$ cat src/hw/crm_pkg.sv
// constants and types shared by the clock and reset manager files
package crm_pkg;

    // ***********************************************************
    // timing
    // ***********************************************************
    localparam int CLK_FREQ_MHZ    = 250;
    localparam int STARTUP_CYC     = 1024;
    localparam int RST_FILT_NS     = 1000;
    localparam int RST_FILT_CYC    = (RST_FILT_NS * CLK_FREQ_MHZ + 999) / 1000;
    localparam int RST_TIMER_CYC   = 4096;
    localparam int FAIL_WINDOW_CYC = 64;
    localparam int WDT_TIMEOUT_CYC = 1048576;

    // ***********************************************************
    // boot and pin indices
    // ***********************************************************
    localparam int                    BOOT_ADDR_W = 16;
    localparam logic [BOOT_ADDR_W-1:0] BOOT_ADDR  = 16'h0000;
    localparam int PIN_N      = 5;
    localparam int PIN_SUPPLY = 0;
    localparam int PIN_RST_N  = 1;
    localparam int PIN_STRAP0 = 2;
    localparam int PIN_STRAP1 = 3;
    localparam int PIN_XOSC   = 4;
    localparam logic [PIN_N-1:0] SYNC_RESET = 5'h02;

    // ***********************************************************
    // state and mode types
    // ***********************************************************
    typedef enum logic [1:0] {
        RS_HOLD  = 2'b00,
        RS_TIMER = 2'b01,
        RS_RUN   = 2'b10
    } rst_state_t;

    typedef enum logic [1:0] {
        CS_START = 2'b00,
        CS_INT   = 2'b01,
        CS_EXT   = 2'b10
    } clk_state_t;

    typedef enum logic [1:0] {
        IF_NONE = 2'b00,
        IF_SPI  = 2'b01,
        IF_I2C  = 2'b10,
        IF_UART = 2'b11
    } iface_t;

endpackage

$ cat src/hw/clk_mgr_if.sv
// link between the reset sequencer and the clock source manager
`timescale 1ns/1ps
interface clk_mgr_if;
    logic restart;
    logic ext_edge;
    logic sel_ext;
    logic fail;

    modport mgr (input restart, input ext_edge, output sel_ext, output fail);
    modport seq (output restart, output ext_edge, input sel_ext, input fail);
endinterface

$ cat src/hw/clk_source_mgr.sv
// oscillator start-up delay, external clock selection and failure fallback
`timescale 1ns/1ps
module clk_source_mgr
    import crm_pkg::*;
(
    // clock and reset
    input  wire logic clk_in,
    input  wire logic reset_in,
    // sequencer side
    clk_mgr_if.mgr    cm
);

    localparam int SW = $clog2(STARTUP_CYC);
    localparam int GW = $clog2(FAIL_WINDOW_CYC) + 1;
    localparam logic [SW-1:0] START_LAST = SW'(STARTUP_CYC - 1);
    localparam logic [GW-1:0] GAP_FULL   = GW'(FAIL_WINDOW_CYC);

    clk_state_t    state_r;
    clk_state_t    state_nxt;
    logic [SW-1:0] start_r;
    logic [SW-1:0] start_nxt;
    logic [GW-1:0] gap_r;
    logic [GW-1:0] gap_nxt;
    logic          fail_r;
    logic          fail_nxt;
    logic          ext_alive;

    // ***********************************************************
    // next state
    // ***********************************************************
    always_comb
    begin
        state_nxt = state_r;
        start_nxt = start_r;
        fail_nxt  = fail_r;
        ext_alive = (gap_r != GAP_FULL);
        // no external edge for a whole window counts as failure
        if (cm.ext_edge)
            gap_nxt = '0; // RQ5
        else if (gap_r != GAP_FULL)
            gap_nxt = gap_r + 1'b1; // RQ5
        else
            gap_nxt = gap_r;
        unique case (state_r)
            CS_START:
            begin
                if (start_r == START_LAST)
                    state_nxt = ext_alive ? CS_EXT : CS_INT; // RQ1 RQ2
                else
                    start_nxt = start_r + 1'b1; // RQ1
            end
            CS_INT:
            begin
                state_nxt = CS_INT;
            end
            CS_EXT:
            begin
                if (!ext_alive)
                begin
                    state_nxt = CS_INT; // RQ3
                    fail_nxt  = 1'b1; // RQ4
                end
            end
            default:
            begin
                state_nxt = CS_START;
            end
        endcase
        // a new reset sequence restarts on the internal oscillator
        if (cm.restart)
        begin
            state_nxt = CS_START; // RQ1
            start_nxt = '0;
            fail_nxt  = (state_r == CS_EXT) && !ext_alive;
        end
    end

    always_ff @(posedge clk_in)
    begin
        if (reset_in)
        begin
            state_r <= CS_START;
            start_r <= '0;
            gap_r   <= GAP_FULL;
            fail_r  <= 1'b0;
        end
        else
        begin
            state_r <= state_nxt;
            start_r <= start_nxt;
            gap_r   <= gap_nxt;
            fail_r  <= fail_nxt;
        end
    end

    assign cm.sel_ext = (state_r == CS_EXT);
    assign cm.fail    = fail_r;
endmodule

$ cat src/hw/clock_reset_manager.sv
// clock source, reset sequencing, watchdog and interface strap sampling
//
// Notes on behaviour
// (RQ1) After any reset the logic runs on the internal oscillator for 1024 cycles.
// (RQ2) After start-up the external clock is chosen when it is running.
// (RQ3) A failing external clock drops the selection back to the internal one.
// (RQ4) That failure is reported as a status flag.
// (RQ5) Failure means no external edge within a window of internal cycles.
// (RQ6) A supply below threshold holds reset; rising above it starts the sequence.
// (RQ7) A low reset pin halts the logic while clock management keeps running.
// (RQ8) The reset pin acts only after staying low for at least 1 us.
// (RQ9) Reset holds until the pin is high and 4096 further cycles have passed.
// (RQ10) At release the processor starts fetching at address 0.
// (RQ11) Firmware must refresh the watchdog before it times out.
// (RQ12) A watchdog timeout runs a full reset sequence.
// (RQ13) The first strap low picks SPI; high defers to the second strap.
// (RQ14) With SPI not picked, the second strap picks I2C high and UART low.
// (RQ15) Straps are sampled at reset and only the picked interface is enabled.
`timescale 1ns/1ps
module clock_reset_manager
    import crm_pkg::*;
#(
    parameter int WDT_TIMEOUT = WDT_TIMEOUT_CYC
)
(
    // clock and reset
    input  wire logic                    clk_in,
    input  wire logic                    reset_in,
    // pins
    input  wire logic                    supply_ok_in,
    input  wire logic                    reset_pin_n_in,
    input  wire logic                    iface_strap_first_in,
    input  wire logic                    iface_strap_second_in,
    input  wire logic                    ext_osc_in,
    // processor side
    input  wire logic                    timeout_refresh_in,
    output logic                         sys_reset_out,
    output logic                         cpu_run_out,
    output logic [crm_pkg::BOOT_ADDR_W-1:0] fetch_addr_out,
    // clock status
    output logic                         clk_sel_ext_out,
    output logic                         ext_osc_fail_out,
    // interface enables
    output logic                         iface_spi_en_out,
    output logic                         iface_i2c_en_out,
    output logic                         iface_uart_en_out
);

    import crm_pkg::*;

    localparam int FW = $clog2(RST_FILT_CYC + 1);
    localparam int TW = $clog2(RST_TIMER_CYC);
    localparam int WW = $clog2(WDT_TIMEOUT + 1);
    localparam logic [FW-1:0] FILT_FULL  = FW'(RST_FILT_CYC);
    localparam logic [TW-1:0] TIMER_LAST = TW'(RST_TIMER_CYC - 1);
    localparam logic [WW-1:0] WDT_LAST   = WW'(WDT_TIMEOUT - 1);

    clk_mgr_if cm ();

    // ***********************************************************
    // pin synchronisers
    // ***********************************************************
    logic [PIN_N-1:0] sync1_r;
    logic [PIN_N-1:0] sync2_r;
    logic             xosc3_r;
    logic [PIN_N-1:0] pins;

    assign pins = {ext_osc_in, iface_strap_second_in, iface_strap_first_in,
                   reset_pin_n_in, supply_ok_in};

    always_ff @(posedge clk_in)
    begin
        if (reset_in)
        begin
            sync1_r <= SYNC_RESET;
            sync2_r <= SYNC_RESET;
            xosc3_r <= 1'b0;
        end
        else
        begin
            sync1_r <= pins;
            sync2_r <= sync1_r;
            xosc3_r <= sync2_r[PIN_XOSC];
        end
    end

    assign cm.ext_edge = sync2_r[PIN_XOSC] & ~xosc3_r;

    clk_source_mgr u_clk_source_mgr (
        .clk_in   (clk_in),
        .reset_in (reset_in),
        .cm       (cm.mgr)
    );

    // ***********************************************************
    // reset sequencer, filter, watchdog, straps
    // ***********************************************************
    rst_state_t             state_r;
    rst_state_t             state_nxt;
    logic [FW-1:0]          filt_r;
    logic [FW-1:0]          filt_nxt;
    logic [TW-1:0]          timer_r;
    logic [TW-1:0]          timer_nxt;
    logic [WW-1:0]          wdt_r;
    logic [WW-1:0]          wdt_nxt;
    iface_t                 iface_r;
    iface_t                 iface_nxt;
    logic [BOOT_ADDR_W-1:0] fetch_r;
    logic [BOOT_ADDR_W-1:0] fetch_nxt;
    logic                   por_cause;
    logic                   pin_cause;
    logic                   wdt_cause;
    logic                   cause;

    assign por_cause = ~sync2_r[PIN_SUPPLY]; // RQ6
    assign pin_cause = (filt_r == FILT_FULL); // RQ8
    assign wdt_cause = (state_r == RS_RUN) && (wdt_r == WDT_LAST); // RQ12
    assign cause     = por_cause | pin_cause | wdt_cause;

    always_comb
    begin
        state_nxt = state_r;
        timer_nxt = timer_r;
        iface_nxt = iface_r;
        fetch_nxt = fetch_r;
        // pin must stay low for the full filter time
        if (sync2_r[PIN_RST_N])
            filt_nxt = '0; // RQ8
        else if (filt_r != FILT_FULL)
            filt_nxt = filt_r + 1'b1; // RQ8
        else
            filt_nxt = filt_r;
        // firmware refresh restarts the watchdog
        if (state_r != RS_RUN || timeout_refresh_in)
            wdt_nxt = '0; // RQ11
        else
            wdt_nxt = wdt_r + 1'b1;
        unique case (state_r)
            RS_HOLD:
            begin
                if (!cause)
                begin
                    state_nxt = RS_TIMER; // RQ9
                    timer_nxt = '0;
                end
            end
            RS_TIMER:
            begin
                if (cause)
                    state_nxt = RS_HOLD; // RQ9
                else if (timer_r == TIMER_LAST)
                begin
                    state_nxt = RS_RUN; // RQ9
                    fetch_nxt = BOOT_ADDR; // RQ10
                    if (!sync2_r[PIN_STRAP0])
                        iface_nxt = IF_SPI; // RQ13
                    else if (sync2_r[PIN_STRAP1])
                        iface_nxt = IF_I2C; // RQ14
                    else
                        iface_nxt = IF_UART; // RQ14
                end
                else
                    timer_nxt = timer_r + 1'b1;
            end
            RS_RUN:
            begin
                if (cause)
                begin
                    state_nxt = RS_HOLD; // RQ6 RQ7 RQ12
                    iface_nxt = IF_NONE;
                end
            end
            default:
            begin
                state_nxt = RS_HOLD;
            end
        endcase
    end

    always_ff @(posedge clk_in)
    begin
        if (reset_in)
        begin
            state_r <= RS_HOLD;
            filt_r  <= '0;
            timer_r <= '0;
            wdt_r   <= '0;
            iface_r <= IF_NONE;
            fetch_r <= BOOT_ADDR;
        end
        else
        begin
            state_r <= state_nxt;
            filt_r  <= filt_nxt;
            timer_r <= timer_nxt;
            wdt_r   <= wdt_nxt;
            iface_r <= iface_nxt; // RQ15
            fetch_r <= fetch_nxt;
        end
    end

    // every new reset sequence restarts the oscillator start-up
    assign cm.restart = (state_r != RS_HOLD) && (state_nxt == RS_HOLD); // RQ1

    assign sys_reset_out     = (state_r != RS_RUN); // RQ7
    assign cpu_run_out       = (state_r == RS_RUN);
    assign fetch_addr_out    = fetch_r;
    assign clk_sel_ext_out   = cm.sel_ext; // RQ2
    assign ext_osc_fail_out  = cm.fail; // RQ4
    assign iface_spi_en_out  = (iface_r == IF_SPI);
    assign iface_i2c_en_out  = (iface_r == IF_I2C);
    assign iface_uart_en_out = (iface_r == IF_UART);
endmodule

$ cat config.mk
export PLATFORM = sky130hd
export DESIGN_NAME = clock_reset_manager
export DESIGN_NICKNAME = d
export VERILOG_FILES = /design/src/hw/crm_pkg.sv /design/src/hw/clk_mgr_if.sv /design/src/hw/clk_source_mgr.sv /design/src/hw/clock_reset_manager.sv
export SDC_FILE = /design/constraint.sdc
export NUM_CORES = 1
export LEC_CHECK = 0
export BUFFER_PORTS_ARGS = -buffer_cell sky130_fd_sc_hd__buf_2
export CAP_MARGIN = 20
export CORE_ASPECT_RATIO = 0.75
export CORE_MARGIN = 8
export CORE_UTILIZATION = 50
export CTS_CLUSTER_DIAMETER = 100
export CTS_CLUSTER_SIZE = 25
export DETAILED_ROUTE_END_ITERATION = 10
export PLACE_DENSITY = 0.69
export SLEW_MARGIN = 20
export SYNTH_ARGS = -nofsm -noshare
export SYNTH_HDL_FRONTEND = slang
export SYNTH_SLANG_ARGS = --single-unit
export TNS_END_PERCENT = 50
$ cat constraint.sdc
create_clock -name clk_in -period 3.1 [get_ports clk_in]
set_input_delay 0.155 -clock clk_in [delete_from_list [all_inputs] [get_ports clk_in]]
set_output_delay 0.155 -clock clk_in [all_outputs]
set_load 0.05 [all_outputs]
# == After elaboration in Yosys (flattened, before gate mapping) ==
# Cells that the tools add are included.
# word_totals
ff_bits,76
latchBits,0
ram_bits,0
rom_bits,0
out_inout_bits,23
word_cells,92
mem_count,0
# classes
n_addsub,5
mul,0
div_mod_pow,0
order_cmp,0
n_eq_ne,22
shift,0
n_mux,24
bitwise_logic,6
reduce_logical,22
# op_table
cell,n
$mux 12,3
$pmux 12 s2,1
$mux 2,11
$add 21x1->21 const B,1
$eq 21x20->1 const B,1
$mux 7,2
$ne 2x2->1 const B,7
$add 12x1->12 const B,1
$eq 12x12->1 const B,1
$pmux 2 s3,2
$add 10x1->10 const B,1
$eq 10x10->1 const B,1
$reduce_bool 2->1,5
$add 8x1->8 const B,1
$eq 2x2->1 const B,4
$eq 8x8->1 const B,1
$ne 8x8->1 const B,1
$reduce_and 4->1,2
$reduce_or 2->1,4
$add 7x1->7 const B,1
$ne 7x7->1 const B,1
$eq 2x1->1 const B,3
$logic_not 2->1,3
$reduce_and 2->1,3
9 further kinds,18

# == Logic depth before layout (Yosys ltp) ==
# depth
word_depth,9
mapped_depth,8
mapped_depth_nobuf,7

# == Cells and area by module ==
# From an unflattened synthesis, not the netlist that was laid out.
# hier_totals
hier_cells,416
area_unflattened_um2,3652.3
# by_module_without_submodules
module,n_inst,cells_per_inst,area_per_inst_um2,seq_area_each_um2
clock_reset_manager,1,302,2637.5,1121.1
clk_source_mgr,1,114,1014.7,400.4

# == Worst setup path after synthesis ==
# OpenSTA, ideal clock, no wires.
# synth_path
path_kind,register to register
start,register state_r[0]
end,register iface_r[1]
setup_time_ps,57
arrival_ps,2045
setup_slack_ps,998
path_stages_with_launch,7
synth_period_minus_slack_ps,2102
path_cell_list,dfxtp_1 clkbuf_1 nand2b_1 inv_1 o2bb2ai_1 nor4b_1 a21o_1
# synth_via
elab_chain_cells,5
elab_cells_between_ends,10
cone_classes,eq/ne: 5; mux: 1; bitwise: 1; reduce/logical: 3
# synth_lines
item,line,text
from (decl),clock_reset_manager.sv:98,rst_state_t state_r;
from (signal assigned),clock_reset_manager.sv:193,state_r <= state_nxt;
$eq 2x2->1 (*),--,
via cpu_run_out,clock_reset_manager.sv:38,"output logic cpu_run_out,"
$logic_and 1x1->1,clock_reset_manager.sv:117,assign wdt_cause = (state_r == RS_RUN) && (wdt_r == WDT_LAST);
$or 1x1->1,clock_reset_manager.sv:118,assign cause = por_cause | pin_cause | wdt_cause;
$ne 2x1->1 (no line) or $ne 2x2->1 (tied branches),--,
$reduce_and 4->1 (no line),--,
to (signal assigned),clock_reset_manager.sv:197,iface_r <= iface_nxt;
to (decl),clock_reset_manager.sv:106,iface_t iface_r;
# The timed path passes the listed nets; every way through them passes the cells marked *.
# A chain may end at the register's enable or synchronous reset.

# == Final worst setup path ==
# layout_path
start,register wdt_r[0]
end,register u_clk_source_mgr.start_r[2]
# layout_via
elab_chain_cells,8
elab_cells_between_ends,10
cone_classes,eq/ne: 1; mux: 4; bitwise: 1; reduce/logical: 4
# layout_lines
item,line,text
from (decl),clock_reset_manager.sv:104,logic [WW-1:0] wdt_r;
from (signal assigned),clock_reset_manager.sv:196,wdt_r <= wdt_nxt;
$eq 21x20->1 (*),clock_reset_manager.sv:117,
$logic_and 1x1->1 (*),clock_reset_manager.sv:117,
$or 1x1->1 (*),clock_reset_manager.sv:118,
$mux 2 (on tied branches),"clock_reset_manager.sv:167, clock_reset_manager.sv:141, clock_reset_manager.sv:149",
$pmux 2 s3 (*),clock_reset_manager.sv:138,unique case (state_r)
$logic_not 2->1 (*),clock_reset_manager.sv:203,assign cm.restart = (state_r != RS_HOLD) && (state_nxt == RS_HOLD);
$logic_and 1x1->1 (*),clock_reset_manager.sv:203,
$reduce_or 2->1 (no line) (*),--,
to (signal assigned),clk_source_mgr.sv:90,start_r <= start_nxt;
to (decl),clk_source_mgr.sv:20,logic [SW-1:0] start_r;
# Every way passes the cells marked *; elsewhere a longest branch is shown, timed or not.

==> flow_summary.yaml <==
outcome:
  status: "completed"
global_routing:
  overflow: 0
  grt_pass1_wl_um: 10160
  grt_pass1_vias: 2346
  grt_start_max_net_pins: 30
  grtUsageTotal_pct: 12.49
  antenna_found_initial: 0
critical_path:
  critPathLaunchType: "flip-flop"
  rr_worst_depth: 6
  cp.required_ns: 3.30
  path_max_fanout: 12
  worstReg2RegEnd: "u_clk_source_mgr.start_r[2]"
  critical_path.startpoint: "wdt_r[0]"
  path_class: "reg2reg"
  end_kind: "flip-flop"
  arrival_ns: 2.67
  r2r_start: "wdt_r[0]"
  endpoint: "u_clk_source_mgr.start_r[2]"
  rrSetupSlack_ns: 0.63
floorplan:
  io_pins: 31
  dieHeight_um: 88.26
  fp.dieW_um: 112.3
  rows: 26
  initial_core_util_pct: 51.44
  dieArea_um2: 9916
  core_um2: 6766
routing:
  detail_route.wl_per_cell_um: 12.10
  first_iter_violations: 107
  ant_nets: 0
  vias: 2588
  drc: 0
  dr.pass1.iters: 4
  drt-total-wl_um: 6014
  via_per_inst: 5.207
yosys:
  yosys.area_share.simple_pct: 28.79
  synth-adder-area-share_pct: 3.595
  synth_xor_xnor_area_share_pct: 10.82
  muxShareOfSynthArea_pct: 0.5751
  synth.distinct_cells: 46
  ys_seq_elements: 76
  ys.warnings.count: 0
  syn_avg_cell_area_um2: 8.880
  ys.flop_type: "dfxtp_1"
  ys_seq_area_share_pct: 43.71
  synth_top_family_by_area: "simple AND/OR/NAND/NOR gates"
  synth-compound-area-share_pct: 6.326
  postSynth.asyncResetShare_pct: 0
  synth_top_cell_by_area: "dfxtp_1"
  syn_inst: 392
  synth_top_cell_area_share_pct: 43.71
  synth.area.top_cells: "dfxtp_1 (44%), xnor2_1 (6.3%), nor2_1 (5.8%)"
  synth_edf_count: 0
  syn_area_um2: 3481
clocking:
  post_cts_resized: 0
  clkTransAtPathRegs_ns: 0.08
  cts_buffers: 9
  clock-sinks: 76
  htree_levels: 3
  root_buffer: "clkbuf_8"
  cts.path.max_buffers: 2
  cts_tree: "yes"
  clk_latency_ns: 0.34
sta:
  fin_crit_ns: 2.468
  rsz0062_at_grt: "no"
  hold_viol: 0
  fmaxAchievable_mhz: 405.2
  finalMaxSlewViolations: 0
  worst_pin_slew_ns: 0.7558
  hold_ws_ns: 0.02007
  setup-tns-final_ns: 0
  worst_clock_skew_ns: 0.006613
  slew_headroom_pct: 49.51
  period_share_pct: 79.61
  setup_viol: 0
worst_hold_path:
  hp-class: "in2reg"
placement:
  place_area_um2: 3550
  port-buffer-count: 14
  hpwlAfterDp_um: 4269
  gp_congestion: 0.7683
finish:
  areaGrowthSynthToFinish_pct: 8.052
  nets: 426
  postLayoutCoreUtil_pct: 55.58
  num_antenna_cells: 0
  layout-drive-gt1-share_pct: 11.14
  finalInstanceArea_um2: 3761
run:
  maxCapViolCount: 0
power_and_ir_drop:
  ir_drop_uv: 287.6
  total_power_mw: 1.896
  p_leak_nw: 1.321
  p_per_area_nw_per_um2: 504.1
## cells by family after synthesis
group,after synthesis
buffers and inverters,36
AOI/OAI and AO/OA,37
xor gates and xnor gates,43
and+or+nand+nor,187
muxes,2
DFF,76
other,1
adders and majority gates,10
## per-stage QoR
stage | setup slack, ns | cells
finish | 0.6320 | 497
global route | 0.4788 | 497
CTS | 0.6077 | 497
detailed placement | 0.6564 | 480
global placement | 0.7117 | 480
floorplan | 0.9979 | 407
## worst min-delay path by stage
stage,start,end,slack [ns],cells after the start
finish,iface_strap_second_in,sync1_r[3],0.02,2
global route,iface_strap_second_in,sync1_r[3],0.009,2
CTS,iface_strap_second_in,sync1_r[3],0.002,2
detailed placement,reset_pin_n_in,sync1_r[1],0.35,2
global placement,reset_pin_n_in,sync1_r[1],0.35,2
floorplan,reset_pin_n_in,sync1_r[1],0.26,1
## flip-flops by register name, indices dropped and copies added, names as in the netlist, 2 cells and up
signal,flops
u_clk_source_mgr.start_r,10
state_r,2
wdt_r,21
timer_r,12
sync2_r,5
u_clk_source_mgr.state_r,2
u_clk_source_mgr.gap_r,7
sync1_r,5
filt_r,8
iface_r,2
## report_power, final
group	internal (mW)	total [mW]	switching, mW	leakage [nW]
clock network	0.374	0.740	0.366	0.0877
registers	0.995	1.01	0.0160	0.615
logic	0.0419	0.145	0.103	0.618
## timing repair
| item | in CTS | in global routing |
|---|---|---|
| buffers inserted | 0 | 0 |
| hold buffers | 1 | 0 |
| hold endpoints to repair | 1 | 0 |
## synth_stat cells, drive strengths merged (2+ instances only)
master,n
nor4b,4
clkbuf,8
nand4b,2
and3,5
buf,19
a21oi,17
dfxtp,76
inv,9
nor2,54
nand4,9
and2b,2
nand2b,3
nor3,14
nand2,22
o21ai,9
a21o,2
o21bai,2
ha,10
mux2i,2
xnor2,25
a211oi,2
nor3b,5
or3,10
nor4,9
nand3,23
and4,6
nor2b,14
xor2,18
and2,2
or2,3
## cells in the final DEF, fill, tap and decap left out, drive strengths merged, types with 2 or more instances in the layout
cell	n
dfxtp	76
nor2	54
xnor2	25
nand3	23
nand2	22
xor2	18
a21oi	17
conb	16
buf	16
nor2b	14
nor3	14
ha	10
or3	10
inv	9
clkbuf	9
o21ai	9
nand4	9
nor4	9
and4	6
and3	5
nor3b	5
nor4b	4
clkinvlp	4
nand2b	3
or2	3
nand4b	2
a211oi	2
o21bai	2
a21o	2
mux2i	2
and2b	2
clkinv	2
and2	2
## final cells by class
class / count / area (um2)
fillers: 622 / 3005
multi-input cells: 295 / 1804
flip-flops and latches: 76 / 1521
clock buffers: 9 / 123.9
well taps: 84 / 105.1
repair buffers: 17 / 95.09
clock inverters: 7 / 77.57
inverters: 9 / 33.78
## layer usage
metal	vias up	global-route usage, %	share of wire [%]	wire [um]
met4	0	4.024	0.63	38
met2	52	20.16	43	2588
met1	1186	15.21	51	3087
met5	-	0	0	0
li1	1346	-	-	-
met3	4	4.703	5.0	300
## critical path, stage by stage, from the launching register on
cell	delay [ns]
dfxtp_1	0.37
ha_1	0.24
nand4_2	0.14
or3_1	0.51
or3_4	0.43
a21oi_2	0.51
nor3_1	0.13
Power figures use the tool's default switching activity.
